<file path="src/shared/apm_pkg.sv">
// Shared constants and types for the auxiliary pin function mux.
// Assumes a single 10 MHz clock and 32-bit Avalon-MM register access.
package apm_pkg;
   // ==========================================
   // Clock and timing
   localparam int unsigned CLK_PERIOD_NS = 100; // 10 MHz reference
   localparam int unsigned PULSE_NS = 2000000; // Single pulse, 2 ms
   localparam int unsigned HS_PULSE_NS = 1750000; // Headset-only pulse, 1.75 ms
   localparam int unsigned PULSE_CYC = PULSE_NS / CLK_PERIOD_NS; // Longest time, rounds down
   localparam int unsigned HS_PULSE_CYC = HS_PULSE_NS / CLK_PERIOD_NS;
   // ==========================================
   // Register map (index; byte address is four times it)
   localparam logic [7:0] CTRL_IDX = 8'h63; // aux_pin_control
   localparam logic [7:0] STAT_IDX = 8'h70; // Sticky event status
   localparam logic [7:0] MASK_IDX = 8'h71; // Event mask
   localparam logic [7:0] CTRL_RST = 8'h00;
   localparam logic [3:0] STAT_RST = 4'h0;
   localparam logic [3:0] MASK_RST = 4'h0;
   // ==========================================
   // Control register fields
   localparam int SEL_LSB = 4; // Function selector D7..D4
   localparam int GPO_BIT = 3; // Output value
   localparam int GPI_BIT = 2; // Input value, read only
   localparam int DUR_BIT = 1; // Duration: 0 single, 1 repeat
   // ==========================================
   // Function selector codes
   localparam logic [3:0] SEL_OFF = 4'h0;
   localparam logic [3:0] SEL_RSVD = 4'h1;
   localparam logic [3:0] SEL_HS = 4'h2;
   localparam logic [3:0] SEL_GPI = 4'h3;
   localparam logic [3:0] SEL_GPO = 4'h4;
   localparam logic [3:0] SEL_DMIC_LO = 4'h5;
   localparam logic [3:0] SEL_DMIC_HI = 4'h7;
   localparam logic [3:0] SEL_BCLK = 4'h8;
   localparam logic [3:0] SEL_HS_BTN = 4'h9;
   localparam logic [3:0] SEL_ALL = 4'ha;
   localparam logic [3:0] SEL_SC_NZ = 4'hb;
   localparam logic [3:0] SEL_HS_BTN_SC = 4'hc;
   localparam logic [3:0] SEL_SC = 4'hd;
   localparam logic [3:0] SEL_NZ = 4'he;
   localparam logic [3:0] SEL_BTN = 4'hf;
   // ==========================================
   // Interrupt sources, one bit each
   typedef struct packed {
      logic noise; // Gain loop noise detect
      logic short_c; // Short-circuit detect
      logic button; // Button press / hook switch
      logic headset; // Jack / headset detect
   } apm_src_t;
endpackage

</file>
<file path="src/logic/apm_aux_pin.sv">
// Function mux and interrupt signalling for one auxiliary pin (aux_pin_b).
// Assumes detectors and flag-read strobe on ref_clk; pad input asynchronous.
// Function
// Selector 0000 (reset) leaves pin disabled.
// Host never writes reserved code 0001.
// Code 0010 drives headset interrupt, 1.75 ms.
// Code 0011 is input; D2 shows level.
// Code 0100 is output; drives D3 value.
// Codes 0101-0111 take microphone data, both edges.
// Code 1000 carries bit clock, direction separate.
// Code 1001 outputs headset OR button.
// Code 1010 outputs OR of all four.
// Code 1011 outputs short OR noise.
// Code 1100 outputs headset, button, short OR.
// Code 1101 outputs short-circuit only.
// Code 1111 outputs button only.
// Code 1110 outputs noise only, assumed.
// D1 zero gives one 2 ms pulse.
// D1 one repeats pulses until flags read.
// Host never writes D0; reads zero.
// Driver off unless output, interrupt, bit clock.
`timescale 1ns/10ps
`default_nettype none
module apm_aux_pin #(
   parameter int unsigned PULSE_CYCLES = apm_pkg::PULSE_CYC, // 2 ms pulse
   parameter int unsigned HS_CYCLES = apm_pkg::HS_PULSE_CYC // 1.75 ms pulse
) (
   input wire logic ref_clk, // 10 MHz clock
   input wire logic rst_n, // Synchronous reset, low
   input wire logic [9:0] avs_address, // Byte address
   input wire logic avs_read, // Read request
   input wire logic avs_write, // Write request
   input wire logic [31:0] avs_writedata, // Write data
   input wire logic [3:0] avs_byteenable, // Byte lanes
   output logic [31:0] avs_readdata, // Read data
   output logic avs_waitrequest, // Stall
   input wire apm_pkg::apm_src_t src_evt, // Detector event pulses
   input wire logic flags_read, // Flags register read pulse
   input wire logic dmic_clk, // Microphone clock level
   output logic dmic_data, // Microphone data bit
   output logic dmic_valid, // New microphone bit
   input wire logic bclk_dir_out, // Bit clock drives out
   input wire logic bclk_out, // Bit clock to drive
   output logic bclk_in, // Bit clock from pin
   input wire logic pad_in, // Pin level
   output logic pad_out, // Pin drive value
   output logic pad_oe, // Pin drive enable
   output logic irq // Level interrupt
);
   import apm_pkg::*;

   // ==========================================
   // Elaboration checks
   localparam int unsigned CNT_W = $clog2(PULSE_CYCLES + 1);
   if (PULSE_CYCLES < 1 || HS_CYCLES < 1 || HS_CYCLES > PULSE_CYCLES)
   begin : g_bad
      $error("apm_aux_pin: pulse lengths out of range");
   end

   // Source mask picked by each selector code
   function automatic logic [3:0] src_mask(input logic [3:0] sel);
      case (sel)
         SEL_HS: src_mask = 4'h1;
         SEL_HS_BTN: src_mask = 4'h3;
         SEL_ALL: src_mask = 4'hf;
         SEL_SC_NZ: src_mask = 4'hc;
         SEL_HS_BTN_SC: src_mask = 4'h7;
         SEL_SC: src_mask = 4'h4;
         SEL_NZ: src_mask = 4'h8;
         SEL_BTN: src_mask = 4'h2;
         default: src_mask = 4'h0;
      endcase
   endfunction

   // ==========================================
   // Registers
   logic [3:0] sel_q; // Function selector
   logic gpo_q; // Output value
   logic dur_q; // Repeat mode
   logic [3:0] stat_q; // Sticky events
   logic [3:0] mask_q; // Event mask
   logic ack_q; // Bus answer pending
   logic [7:0] idx; // Register index
   logic wr_en; // Write accepted this edge
   logic rd_en; // Read data load edge, one before acceptance
   logic gpi_val; // Filtered pin level
   logic is_int; // Interrupt function chosen
   logic trig; // Selected event this cycle

   assign idx = avs_address[9:2];
   assign wr_en = avs_write & ack_q & avs_byteenable[0];
   assign rd_en = avs_read & ~ack_q;
   assign is_int = (src_mask(sel_q) != 4'h0);
   assign trig = |(src_mask(sel_q) & src_evt);

   // One wait cycle: request taken at the second edge
   assign avs_waitrequest = (avs_read | avs_write) & ~ack_q;

   // Answer strobe, drops after each accepted transfer
   always_ff @(posedge ref_clk)
   begin
      if (!rst_n)
         ack_q <= 1'b0;
      else
         ack_q <= (avs_read | avs_write) & ~ack_q;
   end

   // Control register writes; D2 and D0 are not stored
   always_ff @(posedge ref_clk)
   begin
      if (!rst_n)
      begin
         sel_q <= CTRL_RST[7:4];
         gpo_q <= CTRL_RST[GPO_BIT];
         dur_q <= CTRL_RST[DUR_BIT];
      end
      else if (wr_en && idx == CTRL_IDX)
      begin
         sel_q <= avs_writedata[SEL_LSB +: 4];
         gpo_q <= avs_writedata[GPO_BIT];
         dur_q <= avs_writedata[DUR_BIT];
      end
   end

   // Mask register
   always_ff @(posedge ref_clk)
   begin
      if (!rst_n)
         mask_q <= MASK_RST;
      else if (wr_en && idx == MASK_IDX)
         mask_q <= avs_writedata[3:0];
   end

   // Sticky status; a new event beats a clear in the same cycle
   always_ff @(posedge ref_clk)
   begin
      if (!rst_n)
         stat_q <= STAT_RST;
      else if (wr_en && idx == STAT_IDX)
         stat_q <= (stat_q & ~avs_writedata[3:0]) | src_evt;
      else
         stat_q <= stat_q | src_evt;
   end

   assign irq = |(stat_q & mask_q);

   // Read mux; unmapped addresses read zero
   // Loaded at the first edge so the data stand at the accepting edge
   always_ff @(posedge ref_clk)
   begin
      if (!rst_n)
         avs_readdata <= 32'h0000_0000;
      else if (rd_en)
      begin
         case (idx)
            CTRL_IDX: avs_readdata <= {24'h00_0000, sel_q, gpo_q, gpi_val, dur_q, 1'b0};
            STAT_IDX: avs_readdata <= {28'h000_0000, stat_q};
            MASK_IDX: avs_readdata <= {28'h000_0000, mask_q};
            default: avs_readdata <= 32'h0000_0000;
         endcase
      end
   end
   // ==========================================
   // Pin input synchroniser, three stages
   logic [2:0] pin_sync_q; // Stage 0 feeds stage 1 only
   logic pin_q; // Accepted pin level

   always_ff @(posedge ref_clk)
   begin
      if (!rst_n)
         pin_sync_q <= 3'h0;
      else
         pin_sync_q <= {pin_sync_q[1:0], pad_in};
   end

   // Change counts once second and third stage agree
   always_ff @(posedge ref_clk)
   begin
      if (!rst_n)
         pin_q <= 1'b0;
      else if (pin_sync_q[1] == pin_sync_q[2])
         pin_q <= pin_sync_q[2];
   end

   // Input value only meaningful in input mode
   assign gpi_val = (sel_q == SEL_GPI) ? pin_q : 1'b0;

   // ==========================================
   // Microphone data, taken on both clock edges
   logic dmic_clk_q; // Previous microphone clock

   always_ff @(posedge ref_clk)
   begin
      if (!rst_n)
      begin
         dmic_clk_q <= 1'b0;
         dmic_data <= 1'b0;
         dmic_valid <= 1'b0;
      end
      else
      begin
         dmic_clk_q <= dmic_clk;
         dmic_valid <= 1'b0;
         // Any edge of the microphone clock samples the pin
         if (sel_q >= SEL_DMIC_LO && sel_q <= SEL_DMIC_HI && dmic_clk != dmic_clk_q)
         begin
            dmic_data <= pin_q;
            dmic_valid <= 1'b1;
         end
      end
   end

   // Bit clock from the pin when it is an input
   assign bclk_in = (sel_q == SEL_BCLK && !bclk_dir_out) ? pin_q : 1'b0;

   // ==========================================
   // Interrupt pulse generator
   typedef enum logic [1:0] {PG_IDLE, PG_HIGH, PG_LOW} apm_pg_t;
   apm_pg_t pg_q; // Pulse state
   logic [CNT_W-1:0] cnt_q; // Cycles left in phase
   logic [CNT_W-1:0] len; // Phase length for this code

   // Headset-only code uses its own shorter pulse
   assign len = (sel_q == SEL_HS) ? CNT_W'(HS_CYCLES) : CNT_W'(PULSE_CYCLES);

   // Single pulse, or repeating until the flags are read
   always_ff @(posedge ref_clk)
   begin
      if (!rst_n)
      begin
         pg_q <= PG_IDLE;
         cnt_q <= '0;
      end
      else if (!is_int)
      begin
         pg_q <= PG_IDLE; // Function left, drop any pulse
         cnt_q <= '0;
      end
      else
      begin
         case (pg_q)
            PG_IDLE:
               if (trig)
               begin
                  pg_q <= PG_HIGH;
                  cnt_q <= len - CNT_W'(1);
               end
            PG_HIGH:
               if (dur_q && flags_read)
                  pg_q <= PG_IDLE;
               else if (cnt_q != '0)
                  cnt_q <= cnt_q - CNT_W'(1);
               else if (dur_q)
               begin
                  pg_q <= PG_LOW;
                  cnt_q <= len - CNT_W'(1);
               end
               else
                  pg_q <= PG_IDLE;
            PG_LOW:
               if (flags_read)
                  pg_q <= PG_IDLE;
               else if (cnt_q != '0)
                  cnt_q <= cnt_q - CNT_W'(1);
               else
               begin
                  pg_q <= PG_HIGH;
                  cnt_q <= len - CNT_W'(1);
               end
            default:
               pg_q <= PG_IDLE;
         endcase
      end
   end

   // ==========================================
   // Pad driver; off for disabled, input and microphone codes
   always_ff @(posedge ref_clk)
   begin
      if (!rst_n)
      begin
         pad_out <= 1'b0;
         pad_oe <= 1'b0;
      end
      else if (sel_q == SEL_GPO)
      begin
         pad_out <= gpo_q;
         pad_oe <= 1'b1;
      end
      else if (sel_q == SEL_BCLK && bclk_dir_out)
      begin
         pad_out <= bclk_out;
         pad_oe <= 1'b1;
      end
      else if (is_int)
      begin
         pad_out <= (pg_q == PG_HIGH);
         pad_oe <= 1'b1;
      end
      else
      begin
         pad_out <= 1'b0;
         pad_oe <= 1'b0;
      end
   end
endmodule
`default_nettype wire

</file>
<file path="config.mk">
export PLATFORM = sky130hd
export DESIGN_NAME = apm_aux_pin
export DESIGN_NICKNAME = d
export VERILOG_FILES = /design/src/shared/apm_pkg.sv /design/src/logic/apm_aux_pin.sv
export SDC_FILE = /design/constraint.sdc
export NUM_CORES = 1
export LEC_CHECK = 0
export ABC_CLOCK_PERIOD_IN_PS = 2550
export BUFFER_PORTS_ARGS = -buffer_cell sky130_fd_sc_hd__buf_2
export CAP_MARGIN = 20
export CORE_MARGIN = 3
export CORE_UTILIZATION = 45
export CTS_CLUSTER_DIAMETER = 50
export DETAILED_ROUTE_END_ITERATION = 8
export PLACE_DENSITY = 0.76
export SLEW_MARGIN = 20
export SYNTH_ARGS = -nofsm -noshare
export SYNTH_HDL_FRONTEND = slang
export SYNTH_SLANG_ARGS = --single-unit
</file>
<file path="constraint.sdc">
create_clock -name ref_clk -period 2.55 [get_ports ref_clk]
set_input_delay 0.3825 -clock ref_clk [delete_from_list [all_inputs] [get_ports ref_clk]]
set_output_delay 0.3825 -clock ref_clk [all_outputs]
set_load 0.005 [all_outputs]
</file>
Yosys cells after proc, flatten, opt, wreduce, memory -nomap -nowiden:

Memory sizes are Yosys's and may differ from the RTL's. A register that Yosys moved wholly into a read port is not among the register bits.
Cells that the tools add are included.

* flip-flop bits (word level): 73
* bits in read-only memories: 128
* bits of input ports: 59
* output and inout port bits: 39
* logic and storage cells: 99
* memories: 2

* $add $sub $neg: 2
* order comparisons: 2
* equal/unequal tests: 17
* mux-type cells: 30
* bitwise gates (word level): 12
* reductions and logical operators: 18

Memories
* (no name shown): words 16, bits a word 4, rd ports 1, clocked after Yosys merged registers in 1, wr ports 0, RTL line apm_aux_pin.sv:62 `case (sel)`
* (no name shown): words 16, bits a word 4, rd ports 1, clocked after Yosys merged registers in 1, wr ports 0, RTL line apm_aux_pin.sv:62

Operators by type and width (count)
* 15-bit 2-to-1 mux: 6
* 15-bit one-hot mux with 3 select lines: 1
* 15-bit by 1-bit subtractor with 15-bit output, second input constant: 2
* 8-bit by 7-bit == test with 1-bit output, second input constant: 3
* 8-bit one-hot mux with 3 select lines: 1
* 4-bit 2-to-1 mux: 5
* 15-bit nonzero test: 1
* 4-bit bitwise AND: 3
* 12-bit 2-to-1 mux: 1
* 2-bit 2-to-1 mux: 6
* 1-bit 2-to-1 mux: 9
* 3-bit != test, second input constant: 3
* 4-bit by 2-bit == test with 1-bit output, second input constant: 2
* 1-bit logical AND: 8
* 4-bit OR: 2
* 4-bit OR reduction: 2
* 2-bit != test, second input constant: 3
* 2-bit one-hot mux with 3 select lines: 1
* 5-bit AND reduction: 1
* 1-bit bitwise AND: 4
* 4-bit by 3-bit == test with 1-bit output, second input constant: 1
* 4-bit == test, second input constant: 1
* 4-bit by 3-bit >= comparator with 1-bit output, second input constant: 1
* 4-bit by 3-bit less-or-equal comparator with 1-bit output, second input constant: 1
* 13 further kinds: 13

Depth between registers and ports, before layout:

Gate-level depths: netlist of run 1.

* depth after elaboration: 7
* gate-level depth with buffers: 9
* gate-level depth less buffers: 8

Worst setup path after synthesis of run 1:

Ideal clock, no wire load.

* path type: register to register
* start point: register cnt_q[0]
* end point: register cnt_q[9]
* library setup time: 0.117 ns
* arrival: 2.264 ns
* data required time: 2.433 ns
* slack: 0.169 ns
* stages on the path, launching flop included: 8
* buffers on the path: 0
* period minus slack after synthesis: 2.381 ns
* path through: dfxtp_1 inv_1 ha_1 or4b_2 or4_4 o211ai_2 nor2_1 a32o_1

* cells in the longest elaborated chain, start to end: 4
* elaborated cells on any way between the ends: 9
* those cells by class: add/sub: 1; eq/ne: 1; mux: 5; reduce/logical: 2

RTL lines
* start: declaration: RTL line apm_aux_pin.sv:220 `logic [CNT_W-1:0] cnt_q;`
* start signal: assignment: RTL line apm_aux_pin.sv:246 `cnt_q <= len - CNT_W'(1);`
* start signal: assignment: RTL line apm_aux_pin.sv:252 `cnt_q <= cnt_q - CNT_W'(1);`
* start signal: assignment: RTL line apm_aux_pin.sv:256 `cnt_q <= len - CNT_W'(1);`
* 15-bit by 1-bit subtractor with 15-bit output or 15-bit nonzero test (tied branches)
* 15-bit 2-to-1 mux (on tied branches): RTL line apm_aux_pin.sv:263, apm_aux_pin.sv:251
* 15-bit 2-to-1 mux (on tied branches): RTL line apm_aux_pin.sv:261, apm_aux_pin.sv:249
* 15-bit one-hot mux with 3 select lines: RTL line apm_aux_pin.sv:241 `case (pg_q)`

Several ways; a longest one is shown, not always the timed one. The select of a mux whose other input is x is not followed.
A chain may end at the register's enable or synchronous reset.

Worst setup path in the final report of run 1:

* start point: register cnt_q[6]
* end point: register cnt_q[13]

Same word-level chain as after synthesis.

==> qor.log, run 1 <==
qor: timing.max_slew_headroom 50.1%
qor: floorplanning.rows 28
qor: clock_network.post_cts_resize_count 0
qor: logic_synthesis.synth_seq_area_share 37.0%
qor: clock_network.hold_buffers 0
qor: setup_path.timing.reg2reg.worst_path_depth 5
qor: logic_synthesis.asyncSetResetFlopFracSynth 0%
qor: setup_path.worst_r2r_startpoint cnt_q[6]$_SDFFE_PN0P_
qor: cells_and_area.layout-area-overhead-vs-synth 12.5%
qor: timing.summed_negative_setup_slack_over_all_endpoints 0 ps
qor: placed_design.hpwl 5030 um
qor: setup_path.cp_slowest_cell or4_1
qor: clock_network.cell_at_the_root_of_the_clock_tree clkbuf_8
qor: setup_path.crit_arrival 2650 ps
qor: timing.rsz0062_at_grt no
qor: pwr.worst_ir_drop_vdd 0.254 mV
qor: placed_design.numPortBuffers 44
qor: floorplanning.die_area 0.00736 mm^2
qor: clock_network.postCtsSetupRepairBufs 0
qor: timing.timing.final.hold_violations 0
qor: setup_path.ff2ff_setup_slack 160 ps
qor: grt.antenna_found_initial 0
qor: clock_network.cts.reportedPaths.clkPinSlew 100 ps
qor: pwr.share_seq_of_total_power 58.8%
qor: logic_synthesis.fraction_of_post_synthesis_cell_area_in_the_top_cell_type_by_area 37.0%
qor: floorplanning.die_width 85.8 um
qor: floorplanning.floorplan.io_pins 98
qor: flow_run.cap_viol_max_count 0
qor: grt.via_count_of_the_first_global_routing_pass 2,322
qor: clock_network.clock_latency 320 ps
qor: setup_path.setup.worst_path.start_class flop
qor: timing.worst_pin_slew 738 ps
qor: setup_path.critical_path.max_fanout 11
qor: routing.drt-initial-drc-count 157
qor: logic_synthesis.netlist_area 0.00287 mm^2
qor: routing.residual_drc_count 0
qor: setup_path.r2r-end cnt_q[13]$_SDFFE_PN0P_
qor: timing.timing.final.crit_period 2390 ps
qor: pwr.relative_contribution_of_combinational_cells_to_total_power 5.7%
qor: logic_synthesis.synth_common_cells dfxtp_1 (53), nor2_1 (34), a21oi_1 (25)
qor: setup_path.worst_setup_path_end_kind flop
qor: cells_and_area.fill_cells 572
qor: timing.setup_viol_count_final 0
qor: clock_network.clock_tree_from_tritoncts done
qor: logic_synthesis.synthCells 336
qor: setup_path.critical_path.cell_chain or4_1 -> or4_4 -> o211a_2 -> a21oi_1 -> a22o_1
qor: logic_synthesis.synth-edff-count 0
qor: timing.slew_violations 0
qor: routing.detailedRoute.firstPassIterationCount 5
qor: logic_synthesis.synth.avg_cell_area 8.53 um^2
qor: grt.globalRoute.totalOverflow 0
qor: placed_design.routabilityCongestion 0.882
qor: routing.drt.antenna.violating_nets 0
qor: clock_network.htree_levels 2
qor: cells_and_area.ff_latch_area 0.00106 mm^2
qor: cells_and_area.antenna_cells_inserted 0
qor: grt.grt_pass1_wl 10,500 um
qor: grt.grt_start_max_net_pins 20
qor: grt.grt_util_all_layers 17.6%
qor: cells_and_area.finalCoreUtilization 53.5%
qor: pwr.pwr_density_cell 445 mW/mm^2
qor: worst_hold_path.hold_path_depth 2
qor: logic_synthesis.post_synth_main_area_contributors dfxtp_1 (37%), buf_4 (6.3%), mux2i_1 (4.5%)
qor: pwr.leakage_power_of_the_design 1.34 nW
qor: worst_hold_path.hold_critical_path_endpoint pin_sync_q[0]$_SDFF_PN0_
qor: run_status.status completed
qor: cells_and_area.multi_input_comb_area 0.00161 mm^2
qor: logic_synthesis.yosys_warnings 0
qor: cells_and_area.layout_cell_share_with_drive_strength_beyond_1 21.1%
qor: setup_path.critical_path_class flop to flop
qor: cells_and_area.finalNetCount 454
qor: timing.final_min_period_over_clock_period 93.7%
qor: timing.fmaxAchievable 418 MHz
qor: floorplanning.initial_utilization 47.5%
qor: pwr.power.switching 0.358 mW
qor: pwr.power_report.internal_total 1.08 mW
qor: logic_synthesis.synth.ff_latch_count 53
qor: setup_path.timing.critical_path.required 2810 ps
qor: floorplanning.die_y 85.8 um
qor: routing.route.detailed.wl_per_inst 13.8 um
qor: logic_synthesis.ys_dominant_reg_cell dfxtp_1
qor: routing.viasPerCell 5.48
qor: timing.finClkSkew 12.3 ps
qor: setup_path.max_stage_delay 690 ps
qor: floorplanning.core 0.00603 mm^2
qor: logic_synthesis.synth_most_common_cell dfxtp_1
qor: clock_network.clk_path_buf_depth 2
qor: clock_network.tritoncts_num_sinks 53
qor: logic_synthesis.synth_largest_area_cell dfxtp_1
qor: pwr.power_frac_clock 35.5%
qor: routing.num_vias 2,535
qor: worst_hold_path.timing.hold.worst.class input port to flop
qor: worst_hold_path.timing.hold.worst.start pad_in
qor: clock_network.number_of_clock_buffers_inserted_by_tritoncts 5
qor: pwr.switching_share 25.0%
qor: routing.drt_wl_total 6410 um
qor: logic_synthesis.synth_cell_type_count 58
[layout by cell type (no fill, tap or decap), types with 12 or more instances in the layout]
cell	synthesis	layout
buf_2	0	44
buf_4	24	13
a21oi_1	25	25
o21ai_0	12	12
mux2i_1	13	13
conb_1	1	24
nor2_1	34	34
dfxtp_1	53	53
nand3_1	13	13
nand2_1	22	22
[logic make-up (layout without fill, tap and decap cells)]
| kind of cell | Yosys count | after routing | synth area share [%] |
|---|---|---|---|
| other cells | 1 | 24 | 0.131 |
| simple gates | 130 | 130 | 24.2 |
| fa+ha+maj | 8 | 8 | 3.49 |
| mux | 16 | 16 | 5.72 |
| buf+inv | 47 | 76 | 9.83 |
| xor+xnor | 2 | 2 | 0.611 |
| flops | 53 | 53 | 37.0 |
| compound gates | 79 | 79 | 19.0 |
[through the flow]
step / setup WS (ps) / power [mW] / cell area, um^2 / std cells / hold WS, ps
after CTS: 52.1 / 1.45 / 3220 / 463 / 258
after global placement: 112 / 0.941 / 3120 / 455 / 416
after detailed placement: 72.3 / 0.943 / 3120 / 455 / 425
final: 160 / 1.43 / 3220 / 463 / 267
after global routing: 40.0 / 1.49 / 3220 / 463 / 259
after floorplan: 169 / 0.929 / 2950 / 359 / 412
[registers in the layout, summed over array words and instances, names as in the netlist, named ones only]
signal,flops
ack_q,1
dmic_data,1
stat_q,4
gpo_q,1
pad_out,1
mask_q,4
cnt_q,15
avs_readdata,8
dmic_clk_q,1
sel_q,4
pin_q,1
dmic_valid,1
pg_q,2
dur_q,1
pad_oe,1
pin_sync_q,3
[final cells by class]
class / count / share of cell area [%]
Timing Repair Buffer: 57 / 9.86
Tap cell: 75 / 2.91
Inverter: 11 / 1.28
Clock inverter: 3 / 0.893
Multi-Input combinational cell: 259 / 50.0
Clock buffer: 5 / 2.13
Sequential cell: 53 / 32.9
[worst max-delay path: cells and delay by family, from the launching register on]
family          cells  cell delay, ps
simple gates        2            1290
compound gates      3             670
flops               1             380
[routing by layer]
| layer | GRT usage (%) | up-vias | routed length [um] |
|---|---|---|---|
| met5 | 0 | - | 0 |
| li1 | - | 1274 | - |
| met3 | 3.46 | 9 | 427 |
| met2 | 28.5 | 96 | 2950 |
| met4 | 5.90 | 0 | 108 |
| met1 | 23.4 | 1156 | 2930 |
[worst max path at each step]
stage,cells after the start,slack (ps),start,end
floorplan,7,170,cnt_q[0]$_SDFFE_PN0P_,cnt_q[9]$_SDFFE_PN0P_
global placement,6,110,cnt_q[1]$_SDFFE_PN0P_,cnt_q[1]$_SDFFE_PN0P_
detailed placement,6,70,cnt_q[1]$_SDFFE_PN0P_,cnt_q[1]$_SDFFE_PN0P_
CTS,6,50,cnt_q[1]$_SDFFE_PN0P_,cnt_q[1]$_SDFFE_PN0P_
global route,5,40,cnt_q[6]$_SDFFE_PN0P_,cnt_q[3]$_SDFFE_PN0P_
finish,5,160,cnt_q[6]$_SDFFE_PN0P_,cnt_q[13]$_SDFFE_PN0P_
[power by group through the flow]
stage	Sequential (mW)	Clock (mW)	Combinational (mW)
final	0.843	0.509	0.0824
after global routing	0.844	0.557	0.0934
after CTS	0.842	0.523	0.0816
after detailed placement	0.861	0	0.0813
after global placement	0.861	0	0.0800
after floorplan	0.859	0	0.0697
No activity file was read; power rests on OpenSTA's default activity.
==> inputs of run 2 (changes only) <==
--- a/config.mk
+++ b/config.mk
@@ -5,14 +5,14 @@
 export SDC_FILE = /design/constraint.sdc
 export NUM_CORES = 1
 export LEC_CHECK = 0
-export ABC_CLOCK_PERIOD_IN_PS = 2550
+export ABC_CLOCK_PERIOD_IN_PS = 2500
 export BUFFER_PORTS_ARGS = -buffer_cell sky130_fd_sc_hd__buf_2
 export CAP_MARGIN = 20
 export CORE_MARGIN = 3
-export CORE_UTILIZATION = 45
+export CORE_UTILIZATION = 50
 export CTS_CLUSTER_DIAMETER = 50
 export DETAILED_ROUTE_END_ITERATION = 8
-export PLACE_DENSITY = 0.76
+export PLACE_DENSITY = 0.8
 export SLEW_MARGIN = 20
 export SYNTH_ARGS = -nofsm -noshare
 export SYNTH_HDL_FRONTEND = slang
==> constraint.sdc (replaced) <==
create_clock -name ref_clk -period 2.5 [get_ports ref_clk]
set_input_delay 0.375 -clock ref_clk [delete_from_list [all_inputs] [get_ports ref_clk]]
set_output_delay 0.375 -clock ref_clk [all_outputs]
set_load 0.005 [all_outputs]
==> qor.log, run 2 (synthesis gave the netlist of run 1 again) <==
qor: pwr.pwr_density_cell 439 mW/mm^2 [-1.2%]
qor: routing.drt-initial-drc-count 217 [+38%]
qor: setup_path.timing.critical_path.to cnt_q[1]$_SDFFE_PN0P_
qor: routing.num_vias 2,659 [+4.9%]
qor: clock_network.post_cts_resize_count 0 [unchanged]
qor: timing.timing.final.crit_period 2360 ps [-28.1 ps]
qor: setup_path.critical_path.max_fanout 11 [unchanged]
qor: floorplanning.core 0.00534 mm^2 [-11%]
qor: clock_network.cell_at_the_root_of_the_clock_tree clkbuf_8
qor: setup_path.launching_instance_or_port_of_the_critical_path cnt_q[6]$_SDFFE_PN0P_
qor: grt.gr-usage-met2 33.4% [+4.9 points]
qor: flow_run.cap_viol_max_count 0 [unchanged]
qor: timing.rsz0062_at_grt no
qor: pwr.p_total 1.44 mW [+0.26%]
qor: pwr.relative_contribution_of_combinational_cells_to_total_power 6.0% [+0.3 points]
qor: pwr.share_seq_of_total_power 59.7% [+0.9 points]
qor: pwr.power_frac_clock 34.3% [-1.2 points]
qor: setup_path.critical_path_class flop to flop
qor: clock_network.clk_path_buf_depth 2 [unchanged]
qor: placed_design.routabilityCongestion 0.865 [-1.9%]
qor: grt.grt_pass1_wl 10,800 um [+3.0%]
qor: setup_path.ff2ff_setup_slack 140 ps [-20 ps]
qor: floorplanning.die_width 81.7 um [-4.8%]
qor: cells_and_area.layout_cell_share_with_drive_strength_beyond_1 22.7% [+1.6 points]
qor: grt.global_route.peak_usage_layer met2
qor: cells_and_area.layout-area-overhead-vs-synth 14.2%
qor: setup_path.worst_setup_path_end_kind flop
qor: timing.worst_pin_slew 663 ps [-74.6 ps]
qor: timing.timing.final.hold_violations 0 [unchanged]
qor: placed_design.numPortBuffers 44 [unchanged]
qor: timing.summed_negative_setup_slack_over_all_endpoints 0 ps [unchanged]
qor: routing.drt.antenna.violating_nets 0 [unchanged]
qor: grt.via_count_of_the_first_global_routing_pass 2,411 [+3.8%]
qor: timing.slew_violations 0 [unchanged]
qor: setup_path.timing.reg2reg.worst_path_depth 4 [-1]
qor: pwr.leakage_power_of_the_design 1.37 nW [+1.7%]
qor: cells_and_area.number_of_flip_flops_under_the_largest_register_name 15 [unchanged]
qor: timing.setup_viol_count_final 0 [unchanged]
qor: clock_network.clock_tree_from_tritoncts done
qor: cells_and_area.largest_register cnt_q
qor: grt.antenna_found_initial 0 [unchanged]
qor: floorplanning.rows 26 [-7.1%]
qor: routing.route.detailed.wl_per_inst 14.7 um [+6.0%]
qor: pwr.power.switching 0.351 mW [-1.9%]
qor: grt.grtUsageMet1 27.0% [+3.6 points]
qor: clock_network.postCtsSetupRepairBufs 0 [unchanged]
qor: clock_network.clock_latency 320 ps [about the same]
qor: timing.final_min_period_over_clock_period 94.5% [+0.75 points]
qor: routing.viasPerCell 5.76 [+5.1%]
qor: timing.fmaxAchievable 423 MHz [+1.2%]
qor: timing.max_slew_headroom 55.2% [+5.0 points]
qor: cells_and_area.antenna_cells_inserted 0 [unchanged]
qor: floorplanning.die_y 81.7 um [-4.8%]
qor: floorplanning.die_area 0.00667 mm^2 [-9.3%]
qor: grt.globalRoute.totalOverflow 0 [unchanged]
qor: pwr.power_report.internal_total 1.09 mW [+0.99%]
qor: cells_and_area.finalNetCount 458 [+0.88%]
qor: grt.grt_util_all_layers 20.9% [+3.3 points]
qor: placed_design.hpwl 5150 um [+2.5%]
qor: clock_network.htree_levels 2 [unchanged]
qor: setup_path.worst_r2r_startpoint cnt_q[6]$_SDFFE_PN0P_
qor: setup_path.crit_arrival 2580 ps [-70 ps]
qor: grt.grt_start_max_net_pins 22 [+10%]
qor: floorplanning.initial_utilization 53.7% [+6.2 points]
qor: clock_network.cts.reportedPaths.clkPinSlew 100 ps [about the same]
qor: timing.finClkSkew 10.1 ps [-2.20 ps]
qor: pwr.worst_ir_drop_vdd 0.244 mV [-3.9%]
qor: setup_path.r2r-end cnt_q[1]$_SDFFE_PN0P_
qor: grt.globalRouteMet3Util 4.82% [+1.4 points]
qor: setup_path.setup.worst_path.start_class flop
qor: run_status.status completed
qor: cells_and_area.layout_commonest_cell dfxtp_1
qor: clock_network.tritoncts_num_sinks 53 [unchanged]
qor: routing.drt_wl_total 6780 um [+5.8%]
qor: routing.residual_drc_count 0 [unchanged]
qor: cells_and_area.reg.largest.list cnt_q x15, avs_readdata x8
qor: cells_and_area.leading_cell_types_in_the_layout_fill_and_taps_excluded dfxtp_1 (53), buf_2 (44), nor2_1 (34)
qor: clock_network.number_of_clock_buffers_inserted_by_tritoncts 5 [unchanged]
qor: setup_path.timing.critical_path.required 2720 ps [-90 ps]
qor: pwr.switching_share 24.4% [-0.55 points]
qor: worst_hold_path.timing.hold.worst.class input port to flop
qor: floorplanning.floorplan.io_pins 98 [unchanged]
qor: worst_hold_path.hold_path_depth 2 [unchanged]
qor: routing.detailedRoute.firstPassIterationCount 4 [-1]
qor: clock_network.hold_buffers 0 [unchanged]
## run 2: how the worst min path moves through the flow
| stage | start | to | slack (ps) |
|---|---|---|---|
| after floorplan | pin_sync_q[0]$_SDFF_PN0_ | pin_sync_q[1]$_SDFF_PN0_ | 410 |
| after global placement | pin_sync_q[0]$_SDFF_PN0_ | pin_sync_q[1]$_SDFF_PN0_ | 420 |
| after detailed placement | pin_sync_q[0]$_SDFF_PN0_ | pin_sync_q[1]$_SDFF_PN0_ | 430 |
| after CTS | pad_in | pin_sync_q[0]$_SDFF_PN0_ | 270 |
| after global routing | pad_in | pin_sync_q[0]$_SDFF_PN0_ | 270 |
| final | pad_in | pin_sync_q[0]$_SDFF_PN0_ | 260 |
## run 2: stage by stage
step	hold slack [ps]	util [%]	setup WS (ps)	area [um^2]	instances
5_1_grt	274	61.3	65.6	3270	462
2_1_floorplan	412	-	119	2950	359
3_3_place_gp	418	59.0	99.9	3150	454
6_report	264	61.3	138	3270	462
3_5_place_dp	430	59.0	28.4	3150	454
4_1_cts	270	60.7	6.68	3240	462
## run 2: cell type report
| cell class | instances | area [um^2] |
|---|---|---|
| clock inverters | 3 | 22.5 |
| flip-flops and latches | 53 | 1060 |
| inverters | 11 | 41.3 |
| clock buffers | 5 | 68.8 |
| well taps | 70 | 87.6 |
| fillers | 479 | 2060 |
| multi-input cells | 259 | 1640 |
| repair buffers | 61 | 348 |
## run 2: power by group through the flow
stage	Sequential, mW	Clock [mW]	Combinational, mW
after detailed placement	0.878	0	0.0836
after floorplan	0.876	0	0.0711
after CTS	0.858	0.495	0.0842
after global routing	0.860	0.530	0.0970
final	0.859	0.493	0.0860
after global placement	0.878	0	0.0819
## run 2: routing by layer
layer | up-vias | routed length (um)
met5 | - | 0
met4 | 0 | 146
met3 | 18 | 589
met2 | 130 | 3040
met1 | 1224 | 3010
li1 | 1287 | -
## run 2: critical path, stage by stage (launching register included)
cell and delay [ps]:
dfxtp_1 370, or4_1 660, or4_4 620, o211a_4 340
a311oi_1 280
==> inputs of run 3 (changes only) <==
--- a/config.mk
+++ b/config.mk
@@ -8,6 +8,7 @@
 export ABC_CLOCK_PERIOD_IN_PS = 2500
 export BUFFER_PORTS_ARGS = -buffer_cell sky130_fd_sc_hd__buf_2
 export CAP_MARGIN = 20
+export CORE_ASPECT_RATIO = 0.6
 export CORE_MARGIN = 3
 export CORE_UTILIZATION = 50
 export CTS_CLUSTER_DIAMETER = 50
==> qor.log, run 3 (synthesis gave the netlist of run 1 again) <==
qor: pwr.share_seq_of_total_power 61.6% [+1.9 points]
qor: cells_and_area.finalCoreUtilization 62.3% [+0.99 points]
qor: setup_path.cp_slowest_cell or4_1
qor: clock_network.hold_buffers 0 [unchanged]
qor: routing.drt_wl_total 6970 um [+2.8%]
qor: cells_and_area.largest_register cnt_q
qor: cells_and_area.layout_cell_share_with_drive_strength_beyond_1 22.8% [+0.081 points]
qor: cells_and_area.number_of_flip_flops_under_the_largest_register_name 15 [unchanged]
qor: cells_and_area.leading_cell_types_in_the_layout_fill_and_taps_excluded dfxtp_1 (53), buf_2 (44), nor2_1 (34)
qor: timing.setup_viol_count_final 0 [unchanged]
qor: timing.final_min_period_over_clock_period 95.2% [+0.75 points]
qor: pwr.power.switching 0.323 mW [-8.0%]
qor: placed_design.routabilityCongestion 0.910 [+5.2%]
qor: cells_and_area.instances_no_fill 472 [+2.2%]
qor: clock_network.tritoncts_num_sinks 53 [unchanged]
qor: flow_run.cap_viol_max_count 0 [unchanged]
qor: pwr.relative_contribution_of_combinational_cells_to_total_power 6.2% [+0.2 points]
qor: setup_path.worst_setup_path_end_kind flop
qor: setup_path.critical_path_class flop to flop
qor: setup_path.crit_arrival 2600 ps [+20 ps]
qor: routing.drt-initial-drc-count 222 [+2.3%]
qor: floorplanning.floorplan.io_pins 98 [unchanged]
qor: setup_path.timing.critical_path.required 2710 ps [about the same]
qor: clock_network.htree_levels 2 [unchanged]
qor: setup_path.max_stage_delay 640 ps [-20 ps]
qor: routing.num_vias 2,604 [-2.1%]
qor: clock_network.cell_at_the_root_of_the_clock_tree clkbuf_8
qor: timing.fmaxAchievable 420 MHz [-0.79%]
qor: routing.detailedRoute.firstPassIterationCount 5 [+1]
qor: routing.drt.antenna.violating_nets 0 [unchanged]
qor: pwr.switching_share 23.2% [-1.3 points]
qor: timing.max_slew_headroom 52.3% [-2.9 points]
qor: grt.grt_util_all_layers 20.6% [-0.32 points]
qor: routing.residual_drc_count 0 [unchanged]
qor: timing.timing.final.hold_violations 0 [unchanged]
qor: floorplanning.initial_utilization 54.3% [+0.56 points]
qor: run_status.status completed
qor: timing.rsz0062_at_grt no
qor: floorplanning.die_area 0.00670 mm^2 [+0.44%]
qor: placed_design.hpwl 5430 um [+5.6%]
qor: grt.grt_start_max_net_pins 18 [-18%]
qor: floorplanning.die_width 104 um [+27%]
qor: floorplanning.die_y 64.6 um [-21%]
qor: clock_network.clock_tree_from_tritoncts done
qor: clock_network.postCtsSetupRepairBufs 0 [unchanged]
qor: pwr.worst_ir_drop_vdd 0.290 mV [+19%]
qor: timing.worst_pin_slew 706 ps [+42.5 ps]
qor: pwr.power_frac_clock 32.3% [-2.0 points]
qor: cells_and_area.reg.largest.list cnt_q x15, avs_readdata x8
qor: cells_and_area.finalNetCount 463 [+1.1%]
qor: pwr.power_report.internal_total 1.07 mW [-1.3%]
qor: timing.summed_negative_setup_slack_over_all_endpoints 0 ps [unchanged]
qor: floorplanning.core 0.00528 mm^2 [-1.0%]
qor: clock_network.clock_latency 310 ps [about the same]
qor: timing.timing.final.crit_period 2380 ps [+18.8 ps]
qor: cells_and_area.fill_cells 475 [-0.84%]
qor: grt.antenna_found_initial 0 [unchanged]
qor: clock_network.cts.reportedPaths.clkPinSlew 90 ps [about the same]
qor: setup_path.critical_path.max_fanout 5 [-6]
qor: timing.postLayoutSetupSlackWorst 119 ps [-18.8 ps]
qor: setup_path.setup.worst_path.start_class flop
qor: worst_hold_path.timing.hold.worst.class input port to flop
qor: cells_and_area.layout_commonest_cell dfxtp_1
qor: placed_design.worst_case_setup_slack_after_placement -21.6 ps [-50.0 ps]
qor: pwr.pwr_density_cell 424 mW/mm^2 [-3.5%]
qor: clock_network.number_of_clock_buffers_inserted_by_tritoncts 5 [unchanged]
qor: grt.via_count_of_the_first_global_routing_pass 2,314 [-4.0%]
qor: floorplanning.rows 20 [-23%]
qor: clock_network.clk_path_buf_depth 2 [unchanged]
qor: grt.globalRoute.totalOverflow 0 [unchanged]
qor: placed_design.numPortBuffers 44 [unchanged]
qor: timing.finClkSkew 3.36 ps [-6.77 ps]
qor: cells_and_area.layout-area-overhead-vs-synth 14.8%
qor: setup_path.critical_path.cell_chain or4_1 -> buf_4 -> or3_2 -> o31ai_1 -> a21oi_1 -> a311oi_1
qor: routing.viasPerCell 5.52 [-4.1%]
qor: placed_design.numPlacedInstances 466 [+2.6%]
qor: grt.grt_pass1_wl 11,200 um [+3.4%]
qor: cells_and_area.antenna_cells_inserted 0 [unchanged]
qor: timing.slew_violations 0 [unchanged]
qor: routing.route.detailed.wl_per_inst 14.8 um [+0.61%]
qor: pwr.p_total 1.40 mW [-2.9%]
qor: pwr.leakage_power_of_the_design 1.38 nW [+1.2%]
==> run 3: layout make-up <==
type | instances | area (um^2) | area share, %
multi-input cells | 259 | 1630 | 49.6
repair buffers | 66 | 385 | 11.7
clock buffers | 5 | 68.8 | 2.09
inverters | 11 | 41.3 | 1.25
well taps | 77 | 96.3 | 2.93
clock inverters | 1 | 5.00 | 0.152
flip-flops and latches | 53 | 1060 | 32.2
==> run 3: power by group through the flow <==
stage / sequential [mW] / combinational [mW] / clock [mW]
floorplan: 0.876 / 0.0711 / 0
global placement: 0.878 / 0.0819 / 0
detailed placement: 0.879 / 0.0834 / 0
CTS: 0.859 / 0.0837 / 0.458
global route: 0.860 / 0.0953 / 0.489
finish: 0.859 / 0.0859 / 0.451
==> run 3: what timing repair did <==
item,in CTS,in global routing
gates cloned,0,0
pin swaps,0,0
setup endpoints to repair,8,15
resized for setup,2,3
==> run 3: worst paths after layout <==
check / startpoint / end / slack [ps] / depth (start not counted)
worst min-delay path: pad_in / pin_sync_q[0]$_SDFF_PN0_ / 290 / 2
worst max-delay path: cnt_q[7]$_SDFFE_PN0P_ / cnt_q[14]$_SDFFE_PN0P_ / 120 / 6
worst max register to register: cnt_q[7]$_SDFFE_PN0P_ / cnt_q[14]$_SDFFE_PN0P_ / 120 / 6
worst min register to register: avs_readdata[4]$_SDFFE_PN0P_ / avs_readdata[4]$_SDFFE_PN0P_ / 450 / 2
==> run 3: metal layers <==
layer / vias to the layer above / global-route usage, % / wire length [um]
met2: 109 / 28.3 / 2650
li1: 1286 / - / -
met4: 0 / 2.99 / 22
met1: 1203 / 32.7 / 3700
met5: - / 0 / 0
met3: 6 / 4.48 / 593
==> run 3: critical path, delay by kind of cell (launching register included) <==
| family | cells | cell delay, ps |
|---|---|---|
| buffers and inverters | 1 | 210 |
| DFF | 1 | 350 |
| AOI/OAI and AO/OA | 3 | 600 |
| and+or+nand+nor | 2 | 1130 |
==> run 3: per-stage QoR <==
| step | area [um^2] | hold slack [ps] |
|---|---|---|
| 2_1_floorplan | 2950 | 412 |
| 3_3_place_gp | 3190 | 437 |
| 3_5_place_dp | 3190 | 418 |
| 4_1_cts | 3270 | 287 |
| 5_1_grt | 3290 | 286 |
| 6_report | 3290 | 292 |
